**src/lldcir_pkg.sv**
```systemverilog
`default_nettype none
package lldcir_pkg;
	localparam int unsigned CLK_MHZ = 50;
	localparam int unsigned ADDR_W = 21;
	localparam int unsigned BANK_W = 3;
	localparam int unsigned NBANKS = 8;
	localparam int unsigned OPCODE_W = 18;
	localparam int unsigned OPCODE_ZERO_LO = 10;
	localparam int unsigned OPCODE_ZERO_HI = 17;
	localparam int unsigned MODE_SET_RECOVERY_CYC = 6;
	localparam int unsigned TRC_NS = 20;
	localparam int unsigned TRC_CYC = (TRC_NS * CLK_MHZ + 999) / 1000;
	localparam int unsigned PLL_LOCK_US = 15;
	localparam int unsigned PLL_LOCK_CYC = PLL_LOCK_US * CLK_MHZ;
	localparam int unsigned STABLE_US = 200;
	localparam int unsigned STABLE_CYC = STABLE_US * CLK_MHZ;
	localparam int unsigned REF_ROW_W = 13;
	localparam int unsigned CFG_CNT = 3;
	localparam logic [1:0] BURST_LEN_2 = 2'h0;
	localparam logic [1:0] BURST_LEN_4 = 2'h1;
	localparam logic [1:0] BURST_LEN_8 = 2'h2;
	localparam logic [1:0] ORG_X36 = 2'h0;
	localparam logic [1:0] ORG_X18 = 2'h1;
	localparam logic [1:0] ORG_X9 = 2'h2;
	localparam int unsigned MODE_BURST_LSB = 3;
	localparam logic [OPCODE_W-1:0] MODE_RESET = 18'h00000;
	typedef enum logic [2:0] {
		LLDCIR_NOP,
		LLDCIR_MODE,
		LLDCIR_READ,
		LLDCIR_WRITE,
		LLDCIR_REFRESH
	} lldcir_cmd_t;
	typedef enum {
		LLDCIR_WAIT_STABLE,
		LLDCIR_WAIT_MODE,
		LLDCIR_WAIT_REFRESH,
		LLDCIR_WAIT_LOCK,
		LLDCIR_READY
	} lldcir_init_t;
	function automatic logic [4:0] lldcir_addr_bits(input logic [1:0] org, input logic [1:0] blen);
		logic [4:0] w;
		w = 5'd19 + {3'h0, org} - ((blen == BURST_LEN_2) ? 5'd0 : ((blen == BURST_LEN_4) ? 5'd1 : 5'd2));
		return w;
	endfunction
endpackage
`default_nettype wire

```
**src/lldcir_core.sv**
```systemverilog
`default_nettype none
module lldcir_core
	import lldcir_pkg::*;
#(
	parameter int unsigned STABLE_CYCLES = STABLE_CYC,
	parameter int unsigned LOCK_CYCLES = PLL_LOCK_CYC
) (
	input wire logic clk, // primary clock
	input wire logic arst_n, // async reset
	input wire logic chip_sel_n, // chip select
	input wire logic write_n, // write strobe
	input wire logic refresh_n, // refresh strobe
	input wire logic [ADDR_W-1:0] addr, // address / opcode
	input wire logic [BANK_W-1:0] bank, // bank select
	input wire logic [1:0] org, // organization strap
	input wire logic write_mask_in, // data mask, high drops beat
	input wire logic wr_beat, // write data beat strobe
	input wire logic clock_stopped, // clock was halted
	output logic [2:0] cmd_code, // decoded command
	output logic cmd_valid, // command accepted
	output logic [BANK_W-1:0] cmd_bank, // captured bank
	output logic [ADDR_W-1:0] cmd_addr, // masked location
	output logic [OPCODE_W-1:0] mode_reg, // mode register
	output logic [REF_ROW_W-1:0] refresh_row, // row refreshed
	output logic wr_commit, // beat written to array
	output logic [NBANKS-1:0] bank_busy, // per-bank busy
	output logic pll_locked, // lock timer done
	output logic init_done // ready for normal use
);
	logic cs_m_r, cs_r, we_m_r, we_r, rf_m_r, rf_r, msk_m_r, msk_r, wb_m_r, wb_r, cst_m_r, cst_r;
	logic [ADDR_W-1:0] a_m_r, a_r;
	logic [BANK_W-1:0] ba_m_r, ba_r;
	logic [1:0] org_m_r, org_r;
	always_ff @(posedge clk or negedge arst_n) begin
		if (!arst_n) begin
			{cs_m_r, cs_r, we_m_r, we_r, rf_m_r, rf_r} <= 6'h3f;
			{msk_m_r, msk_r, wb_m_r, wb_r, cst_m_r, cst_r} <= 6'h00;
			a_m_r <= '0;
			a_r <= '0;
			ba_m_r <= '0;
			ba_r <= '0;
			org_m_r <= '0;
			org_r <= '0;
		end else begin
			{cs_m_r, we_m_r, rf_m_r, msk_m_r, wb_m_r, cst_m_r} <=
				{chip_sel_n, write_n, refresh_n, write_mask_in, wr_beat, clock_stopped};
			{cs_r, we_r, rf_r, msk_r, wb_r, cst_r} <= {cs_m_r, we_m_r, rf_m_r, msk_m_r, wb_m_r, cst_m_r};
			a_m_r <= addr;
			a_r <= a_m_r;
			ba_m_r <= bank;
			ba_r <= ba_m_r;
			org_m_r <= org;
			org_r <= org_m_r;
		end
	end
	logic [OPCODE_W-1:0] mode_r;
	logic [2:0] code_r;
	logic valid_r, commit_r;
	logic [BANK_W-1:0] cbank_r;
	logic [ADDR_W-1:0] caddr_r;
	logic [NBANKS-1:0] busy_r;
	logic [3:0] busy_cnt_r [NBANKS];
	logic in_burst_r;
	logic [1:0] burst_cnt_r;
	// command decode
	wire is_mode = !cs_r && !we_r && !rf_r;
	wire is_read = !cs_r && we_r && rf_r;
	wire is_write = !cs_r && !we_r && rf_r;
	wire is_ref = !cs_r && we_r && !rf_r;
	lldcir_cmd_t dec;
	assign dec = cs_r ? LLDCIR_NOP :
		is_mode ? LLDCIR_MODE :
		is_read ? LLDCIR_READ :
		is_write ? LLDCIR_WRITE :
		is_ref ? LLDCIR_REFRESH : LLDCIR_NOP;
	wire [1:0] blen_sel = mode_r[MODE_BURST_LSB +: 2];
	wire [4:0] aw = lldcir_addr_bits(org_r, blen_sel);
	wire [ADDR_W-1:0] amask = ADDR_W'((22'h1 << aw) - 22'h1);
	wire bank_free = !busy_r[ba_r];
	wire rw_ok = (dec == LLDCIR_READ || dec == LLDCIR_WRITE) && bank_free;
	wire ref_ok = (dec == LLDCIR_REFRESH) && bank_free;
	wire mode_ok = (dec == LLDCIR_MODE);
	wire accept = rw_ok || ref_ok || mode_ok;
	// nop only stops issuing, timers keep running
	always_ff @(posedge clk or negedge arst_n) begin
		if (!arst_n) begin
			mode_r <= MODE_RESET;
			code_r <= LLDCIR_NOP;
			valid_r <= 1'b0;
			cbank_r <= '0;
			caddr_r <= '0;
		end else begin
			valid_r <= accept;
			code_r <= accept ? dec : LLDCIR_NOP;
			if (mode_ok) begin
				mode_r <= a_r[OPCODE_W-1:0];
			end
			if (rw_ok || ref_ok) begin
				cbank_r <= ba_r;
				caddr_r <= (dec == LLDCIR_REFRESH) ? '0 : (a_r & amask);
			end
		end
	end
	// bank row-cycle timers; a refresh holds its bank for a row cycle
	always_ff @(posedge clk or negedge arst_n) begin
		if (!arst_n) begin
			for (int i = 0; i < NBANKS; i++) begin
				busy_cnt_r[i] <= '0;
			end
		end else begin
			for (int i = 0; i < NBANKS; i++) begin
				if ((rw_ok || ref_ok) && ba_r == BANK_W'(i)) begin
					busy_cnt_r[i] <= 4'(TRC_CYC);
				end else if (busy_cnt_r[i] != 4'h0) begin
					busy_cnt_r[i] <= busy_cnt_r[i] - 4'h1;
				end
			end
		end
	end
	always_comb begin
		for (int i = 0; i < NBANKS; i++) begin
			busy_r[i] = busy_cnt_r[i] != 4'h0;
		end
	end
	// write beats: mask low commits, high drops
	always_ff @(posedge clk or negedge arst_n) begin
		if (!arst_n) begin
			in_burst_r <= 1'b0;
			burst_cnt_r <= '0;
			commit_r <= 1'b0;
		end else begin
			commit_r <= in_burst_r && wb_r && !msk_r;
			if (accept && dec == LLDCIR_WRITE) begin
				in_burst_r <= 1'b1;
				burst_cnt_r <= '0;
			end else if (in_burst_r && wb_r) begin
				burst_cnt_r <= burst_cnt_r + 2'h1;
				if (burst_cnt_r == ((blen_sel == BURST_LEN_2) ? 2'h0 : (blen_sel == BURST_LEN_4) ? 2'h1 : 2'h3)) begin
					in_burst_r <= 1'b0;
				end
			end
		end
	end
	lldcir_refresh_ctr u_ref (
		.clk(clk),
		.arst_n(arst_n),
		.refresh_go(ref_ok),
		.refresh_bank(ba_r),
		.refresh_row(refresh_row)
	);
	// power-up tracking, also PLL relock after a stopped clock
	lldcir_init_t st_r;
	logic [31:0] tmr_r;
	logic [1:0] mcnt_r;
	logic [NBANKS-1:0] refd_r;
	logic locked_r;
	always_ff @(posedge clk or negedge arst_n) begin
		if (!arst_n) begin
			st_r <= LLDCIR_WAIT_STABLE;
			tmr_r <= '0;
			mcnt_r <= '0;
			refd_r <= '0;
			locked_r <= 1'b0;
		end else begin
			tmr_r <= tmr_r + 32'h1;
			case (st_r)
				LLDCIR_WAIT_STABLE: begin
					if (cs_r == 1'b0) begin
						tmr_r <= '0;
					end else if (tmr_r >= 32'(STABLE_CYCLES)) begin
						st_r <= LLDCIR_WAIT_MODE;
					end
				end
				LLDCIR_WAIT_MODE: begin
					if (mode_ok) begin
						mcnt_r <= (mcnt_r == 2'h3) ? mcnt_r : mcnt_r + 2'h1;
					end else if (mcnt_r >= 2'(CFG_CNT)) begin
						st_r <= LLDCIR_WAIT_REFRESH;
						tmr_r <= '0;
					end else begin
						mcnt_r <= '0;
					end
				end
				LLDCIR_WAIT_REFRESH: begin
					// timer restarts two cycles after the valid mode set
					if (ref_ok && tmr_r >= 32'(MODE_SET_RECOVERY_CYC - 2)) begin
						refd_r[ba_r] <= 1'b1;
					end
					if (&refd_r) begin
						st_r <= LLDCIR_WAIT_LOCK;
						tmr_r <= '0;
					end
				end
				LLDCIR_WAIT_LOCK: begin
					if (tmr_r >= 32'(LOCK_CYCLES + TRC_CYC)) begin
						st_r <= LLDCIR_READY;
						locked_r <= 1'b1;
					end
				end
				LLDCIR_READY: begin
					if (cst_r) begin
						locked_r <= 1'b0;
						st_r <= LLDCIR_WAIT_LOCK;
						tmr_r <= '0;
					end
				end
				default: st_r <= LLDCIR_WAIT_STABLE;
			endcase
		end
	end
	assign cmd_code = code_r;
	assign cmd_valid = valid_r;
	assign cmd_bank = cbank_r;
	assign cmd_addr = caddr_r;
	assign mode_reg = mode_r;
	assign wr_commit = commit_r;
	assign bank_busy = busy_r;
	assign pll_locked = locked_r;
	assign init_done = (st_r == LLDCIR_READY);
endmodule
`default_nettype wire

```
**src/lldcir_refresh_ctr.sv**
```systemverilog
`default_nettype none
module lldcir_refresh_ctr
	import lldcir_pkg::*;
(
	input wire logic clk, // clock
	input wire logic arst_n, // async reset
	input wire logic refresh_go, // refresh strobe
	input wire logic [BANK_W-1:0] refresh_bank, // bank refreshed
	output logic [REF_ROW_W-1:0] refresh_row // row of that bank
);
	logic [REF_ROW_W-1:0] row_r [NBANKS];
	logic [REF_ROW_W-1:0] row_out_r;
	assign refresh_row = row_out_r;
	always_ff @(posedge clk or negedge arst_n) begin
		if (!arst_n) begin
			for (int i = 0; i < NBANKS; i++) begin
				row_r[i] <= '0;
			end
			row_out_r <= '0;
		end else if (refresh_go) begin
			row_out_r <= row_r[refresh_bank];
			row_r[refresh_bank] <= row_r[refresh_bank] + 1'b1;
		end
	end
endmodule
`default_nettype wire

```
**config.mk**
```make
export PLATFORM = sky130hd
export DESIGN_NAME = lldcir_core
export DESIGN_NICKNAME = d
export VERILOG_FILES = /design/src/lldcir_pkg.sv /design/src/lldcir_core.sv /design/src/lldcir_refresh_ctr.sv
export SDC_FILE = /design/constraint.sdc
export NUM_CORES = 1
export LEC_CHECK = 0
export ABC_AREA = 1
export ABC_CLOCK_PERIOD_IN_PS = 3580
export BUFFER_PORTS_ARGS = -buffer_cell sky130_fd_sc_hd__buf_2
export CAP_MARGIN = 20
export CORE_MARGIN = 2
export CORE_UTILIZATION = 41
export CTS_CLUSTER_SIZE = 16
export DETAILED_ROUTE_END_ITERATION = 8
export PLACE_DENSITY = 0.58
export SYNTH_ARGS = -nofsm -noshare
export SYNTH_HDL_FRONTEND = slang
export SYNTH_SLANG_ARGS = --single-unit
```
**constraint.sdc**
```tcl
create_clock -name clk -period 3.58 [get_ports clk]
set_input_delay 0.716 -clock clk [delete_from_list [all_inputs] [get_ports clk]]
set_output_delay 0.716 -clock clk [all_outputs]
set_load 0.05 [all_outputs]
```
# After elaboration in Yosys (flattened, before gate mapping)
# Index checks and enable logic that the tools add are counted.
# word_totals
ff_bits	338
inputBits	34
output_inout_bits	70
wordCells	223
# classes
add_sub_neg	15
magnitude_cmp	8
n_eq_ne	28
n_shift	1
muxes	62
bitwise_logic	3
reduce_logical	58
# ops
op	n
$mux W32	12
$pmux W32 S5	1
$pmux W32 S4	1
$bwmux W104	1
$eq A32 B2 Y1 const B	2
$mux W4	16
$bmux W13 S3	1
$demux W13 S3	1
$mux W13	3
$add A32 B1 Y32 const B	1
$eq A32 B1 Y1 const B	1
$eq A32 B3 Y1 const B	1
$eq A32 B4 Y1 const B	1
$ge A32 B10 Y1 const B	1
$ge A32 B14 Y1 const B	1
$ge A32 B3 Y1 const B	1
$logic_not A32 Y1	1
$reduce_bool A4 Y1	8
$sub A4 B1 Y4 const B	8
$logic_and A1 B1 Y1	22
$reduce_bool A2 Y1	11
$and A21 B21 Y21	1
$mux W21	1
$shl A1 B5 Y21 const A	1
33 further kinds	77

# Logic depth before layout (Yosys ltp)
# logic_depth
depth_word	16
mapped_depth	16
mapped_depth_nobuf	14

# Cells and area by module
# Synthesis repeated with hierarchy kept, for this count alone.
# hier_totals
hier_cells	1725
hier_area_um2	14166.1
# modules_own_cells
module	n_inst	cells_per_inst	area_each_um2	seq_area_each_um2
lldcir_core	1	912	8311.7	4812.1
lldcir_refresh_ctr	1	813	5854.4	2927.8

# Worst setup path before layout
# OpenSTA, ideal clock, no wires.
# synth_timing
path_kind	flip-flop to flip-flop
start	reg mode_r[4], in the netlist mode_reg[4]
end	reg caddr_r[18], in the netlist cmd_addr[18]
setup_time_ns	0.083
arrival_time_ns	2.186
required_time_ns	3.497
setup_slack_ns	1.311
stages_incl_launch_ff	10
n_path_buf	0
period_less_slack_ns	2.269
cell_sequence	dfrtp_1 -> inv_1 -> nand2_1 -> ha_1 -> inv_1 -> fa_1 -> or2_2 -> o21ai_0 -> nand4_1 -> o21ai_0
# synth_between
elab_chain_len	8
word_cells_on_any_way	9
classes_between	2 x add/sub; 1 x eq/ne; 1 x shift; 3 x mux; 1 x bitwise; 1 x reduce/logical
# synth_rtl
element	line_no	source
from (decl)	lldcir_core.sv:56	logic [OPCODE_W-1:0] mode_r;
from (signal assigned)	lldcir_core.sv:96	mode_r <= a_r[OPCODE_W-1:0];
$eq A2 B1 Y1	lldcir_pkg.sv:43	w = 5'd19 + {3'h0, org} - ((blen == BURST_LEN_2) ? 5'd0 : ((blen == BURST_LEN_4) ? 5'd1 : 5'd2));
$mux W2	lldcir_pkg.sv:43	
$mux W2 *	lldcir_pkg.sv:43	
$sub A5 B2 Y5 *	lldcir_pkg.sv:43	
$shl A1 B5 Y21 *	lldcir_core.sv:78	wire [ADDR_W-1:0] amask = ADDR_W'((22'h1 << aw) - 22'h1);
$sub A21 B1 Y21 *	lldcir_core.sv:78	
$and A21 B21 Y21 *	lldcir_core.sv:100	caddr_r <= (dec == LLDCIR_REFRESH) ? '0 : (a_r & amask);
$mux W21 *	lldcir_core.sv:100	
to (signal assigned)	lldcir_core.sv:100	
to (decl)	lldcir_core.sv:60	logic [ADDR_W-1:0] caddr_r;
# Mark *: on every way between the ends. The rest lies on a longest branch, timed or not.
# A chain may end at the register's enable or synchronous reset.

# Worst setup path in the final report
# layout_timing
start	reg ba_r[0]
end	reg u_ref.row_r[98] (netlist bit)
# layout_between
elab_chain_len	6
word_cells_on_any_way	15
classes_between	1 x add/sub; 2 x order compare; 8 x mux; 1 x bitwise; 3 x reduce/logical
# layout_rtl
element	line_no	source
from (decl)	lldcir_core.sv:32	logic [BANK_W-1:0] ba_m_r, ba_r;
from (signal assigned)	lldcir_core.sv:51	ba_r <= ba_m_r;
$not A3 Y4 (not written as such)	lldcir_refresh_ctr.sv:22	row_r[refresh_bank] <= row_r[refresh_bank] + 1'b1;
$bmux W13 S3, or another cell as far along	lldcir_refresh_ctr.sv:22	
$mux W13 (not written as such) or $logic_and A1 B1 Y1 (tied branches)	lldcir_refresh_ctr.sv:22	
$mux W13 (not written as such)	lldcir_refresh_ctr.sv:22	
$add A13 B1 Y13 or $demux W13 S3 (tied branches)	lldcir_refresh_ctr.sv:22	
$bwmux W104	lldcir_refresh_ctr.sv:22	
to (signal, indexed assignment)	lldcir_refresh_ctr.sv:22	
to (decl)	lldcir_refresh_ctr.sv:11	logic [REF_ROW_W-1:0] row_r [NBANKS];
# Parallel ways exist; a longest one is shown, timed or not. The select of a mux whose other input is x is not followed.

==> flow_metrics.py <==
metrics = {
    "global_route": {
        "top_usage_layer": "met2",
        "grtUsageMet2": 0.3241,
        "grt_antenna_before_repair": 2,
        "grt_pass1_wl_um": 58520,
        "use_met3": 0.03427,
        "grt_max_degree": 95,
        "met1_usage": 0.2954,
        "overflow": 0,
        "globalRouteTotalUtil": 0.2072,
        "grt_pass1_vias": 10800,
    },
    "synthesis": {
        "syn_nets": 1738,
        "synthCells": 1681,
        "synth-edff-count": 0,
        "ys_seq_area_frac": 0.5542,
        "synth.most_common_cell": "nand2_1",
        "synth_area_leader_cell": "dfrtp_1",
        "synthTopCellsByCount": "nand2_1, dfrtp_1, nand3_1, inv_1, nor2_1",
        "synth_area_um2": 13970,
        "synth_seq_cells": 309,
        "ys_warn_count": 0,
        "ys.flop_type": "dfrtp_1",
        "synth_area_leaders": "dfrtp_1, nand2_1, nand3_1",
        "yosysTopAreaCellShare": 0.5429,
        "synth_async_sr_flop_share": 1.000,
        "synth_cell_types": 41,
        "synth.avg_cell_area_um2": 8.309,
    },
    "place": {
        "place_inst": 2200,
        "gp_congestion": 0.8607,
        "numPortBuffers": 103,
        "place_area_um2": 14940,
        "hpwl_um": 23710,
        "place_ws_ns": 0.8455,
    },
    "cells_and_area": {
        "largest-register": "u_ref.row_r",
        "stdcell_area_um2": 16110,
        "layout.cells.non_filler": 2263,
        "finish.utilization": 0.4806,
        "syn2layout_area_growth_pct": 15.37,
        "num-nets-final": 1846,
        "reg.largest.list": "u_ref.row_r (104), busy_cnt_r (32), tmr_r (32)",
        "largest_reg_flops": 104,
        "drive_above_1_share": 0.1279,
    },
    "power_and_ir_drop": {
        "leakage_nw": 8.348,
        "powerDensity_nw_per_um2": 643.5,
        "max-vdd-ir-drop_uv": 466.9,
        "total_power_mw": 10.37,
    },
    "clocking": {
        "root_buffer": "clkbuf_16",
        "postCtsResizedCells": 0,
        "postCtsHoldBufs": 0,
        "clock_sinks": 309,
        "cts_tree": "done",
        "cts_buffer_depth": 3,
        "numCtsBuffers": 35,
        "clock_latency_ns": 0.52,
        "clk_pin_slew_ns": 0.06,
        "cts_setup_buffers": 0,
        "htreeDepth": 2,
    },
    "status": {
        "status": "finished, final reports clean",
    },
    "job": {
        "drv_cap": 0,
    },
    "hold_path": {
        "hp-class": "in -> async",
    },
    "floorplanning": {
        "row_count": 67,
        "core_um2": 33530,
        "die-area_um2": 35560,
        "fp.dieH_um": 188.6,
        "die-width_um": 188.6,
        "ios": 104,
        "start_util": 0.4165,
    },
    "worst_setup_path": {
        "crit_required_ns": 3.94,
        "crit_slowest_cell": "dfrtp_1",
        "startpoint_type": "flop",
        "critPathCaptureType": "flop",
        "worstPathMaxFanout": 37,
        "critPathArrivalTime_ns": 3.14,
        "critPathTopFamily": "simple AND/OR/NAND/NOR gates",
        "crit_type": "reg -> reg",
        "crit_path_cell_trace": "buf_4, inv_4, buf_4, nand2_1, nand2_1, nand2_1, nand2_1, nand2_1, nand2_2, nand3_4, nor2_2, nand2_1, nand2_1, o21ai_0",
        "cpMostUsedCell": "nand2_1",
        "worst_path_largest_cell_delay_ns": 0.42,
        "path_buf_inv": 3,
    },
    "timing": {
        "hold_slack_ns": 0.1606,
        "finalSetupViolCount": 0,
        "final-max-slew-violation-count": 0,
        "min_period_ns": 2.771,
        "finalHoldViolations": 0,
        "finalClockSkew_ns": 0.02233,
        "fmax_ghz": 0.3609,
        "fin_crit_sh": 0.7740,
        "slew_headroom": 0.4180,
        "tns_ns": 0,
        "tightest_slew_ns": 0.8708,
        "rsz0062_at_grt": "false",
        "setup_slack_ns": 0.8091,
    },
    "drt": {
        "drc": 0,
        "drt_first_pass_iters": 5,
        "via_count": 11230,
        "final_antenna_net_count": 0,
        "via_per_inst": 4.964,
        "totalWireLength_um": 36400,
        "dr.first_iter.drc_count": 681,
        "wire_per_inst_um": 16.08,
    },
}
-- layout make-up --
cell class | count | area [um^2]
flip-flops and latches | 309 | 7740
inverters | 128 | 483.0
fillers | 3291 | 17420
diodes | 1 | 2.502
clock buffers | 50 | 1023
multi-input cells | 1194 | 5456
clock inverters | 12 | 150.1
well taps | 448 | 560.5
repair buffers | 121 | 698.2
-- layer usage --
metal,wire length [um],up-vias
li1,-,5500
met1,16970,5404
met2,16460,256
met3,2031,71
met4,925,2
met5,7,-
-- power breakdown --
| part | internal [mW] | leakage [nW] | switching [mW] |
|---|---|---|---|
| clock network | 2.21 | 0.583 | 1.43 |
| registers | 3.99 | 4.01 | 0.309 |
| logic | 0.701 | 3.75 | 1.72 |
| total | 6.90 | 8.35 | 3.46 |
-- cells in the final DEF (no fill, tap or decap), types with 4 or more instances in the layout --
cell	synthesis	layout
clkbuf_8	0	7
o21ai_0	66	66
ha_1	22	22
inv_2	5	5
buf_2	23	102
nand4_1	16	16
nand3_1	123	123
o21ai_1	8	8
nand2_2	16	16
o21bai_1	8	8
clkbuf_1	13	7
nor4_1	5	5
dfstp_2	6	6
o21ai_2	4	4
nor2_4	5	5
dfrtp_1	303	303
clkinv_2	0	7
xor2_1	8	8
xnor2_1	17	17
nor2_1	122	122
inv_1	122	122
nand2_1	700	700
nor2_2	7	7
nor3_1	28	28
clkbuf_16	0	36
nand3_2	4	4
buf_4	9	15
a21oi_1	15	15
-- path summary, 6_finish.rpt --
check,from,to,slack (ns),depth (start not counted)
max,ba_r[0]$_DFF_PN0_,u_ref.row_r[98]$_DFFE_PN0P_,0.81,14
min,arst_n,u_ref.row_r[56]$_DFFE_PN0P_,0.16,1
max reg2reg,ba_r[0]$_DFF_PN0_,u_ref.row_r[98]$_DFFE_PN0P_,0.81,14
min reg2reg,a_m_r[1]$_DFF_PN0_,a_r[1]$_DFF_PN0_,0.35,0
max in group asynchronous,arst_n,tmr_r[25]$_DFF_PN0_,2.51,2
min in group clk,refresh_n,rf_m_r$_DFF_PN1_,0.30,1
-- cells by family after synthesis --
kind of cell | after synthesis | share of synthesized area
flops | 309 | 0.5542
xor+xnor | 27 | 0.01801
compound gates | 110 | 0.04398
fa+ha+maj | 23 | 0.02114
simple gates | 1034 | 0.3075
buf+inv | 178 | 0.05518
Note: power is estimated with default switching activity, not from simulation.
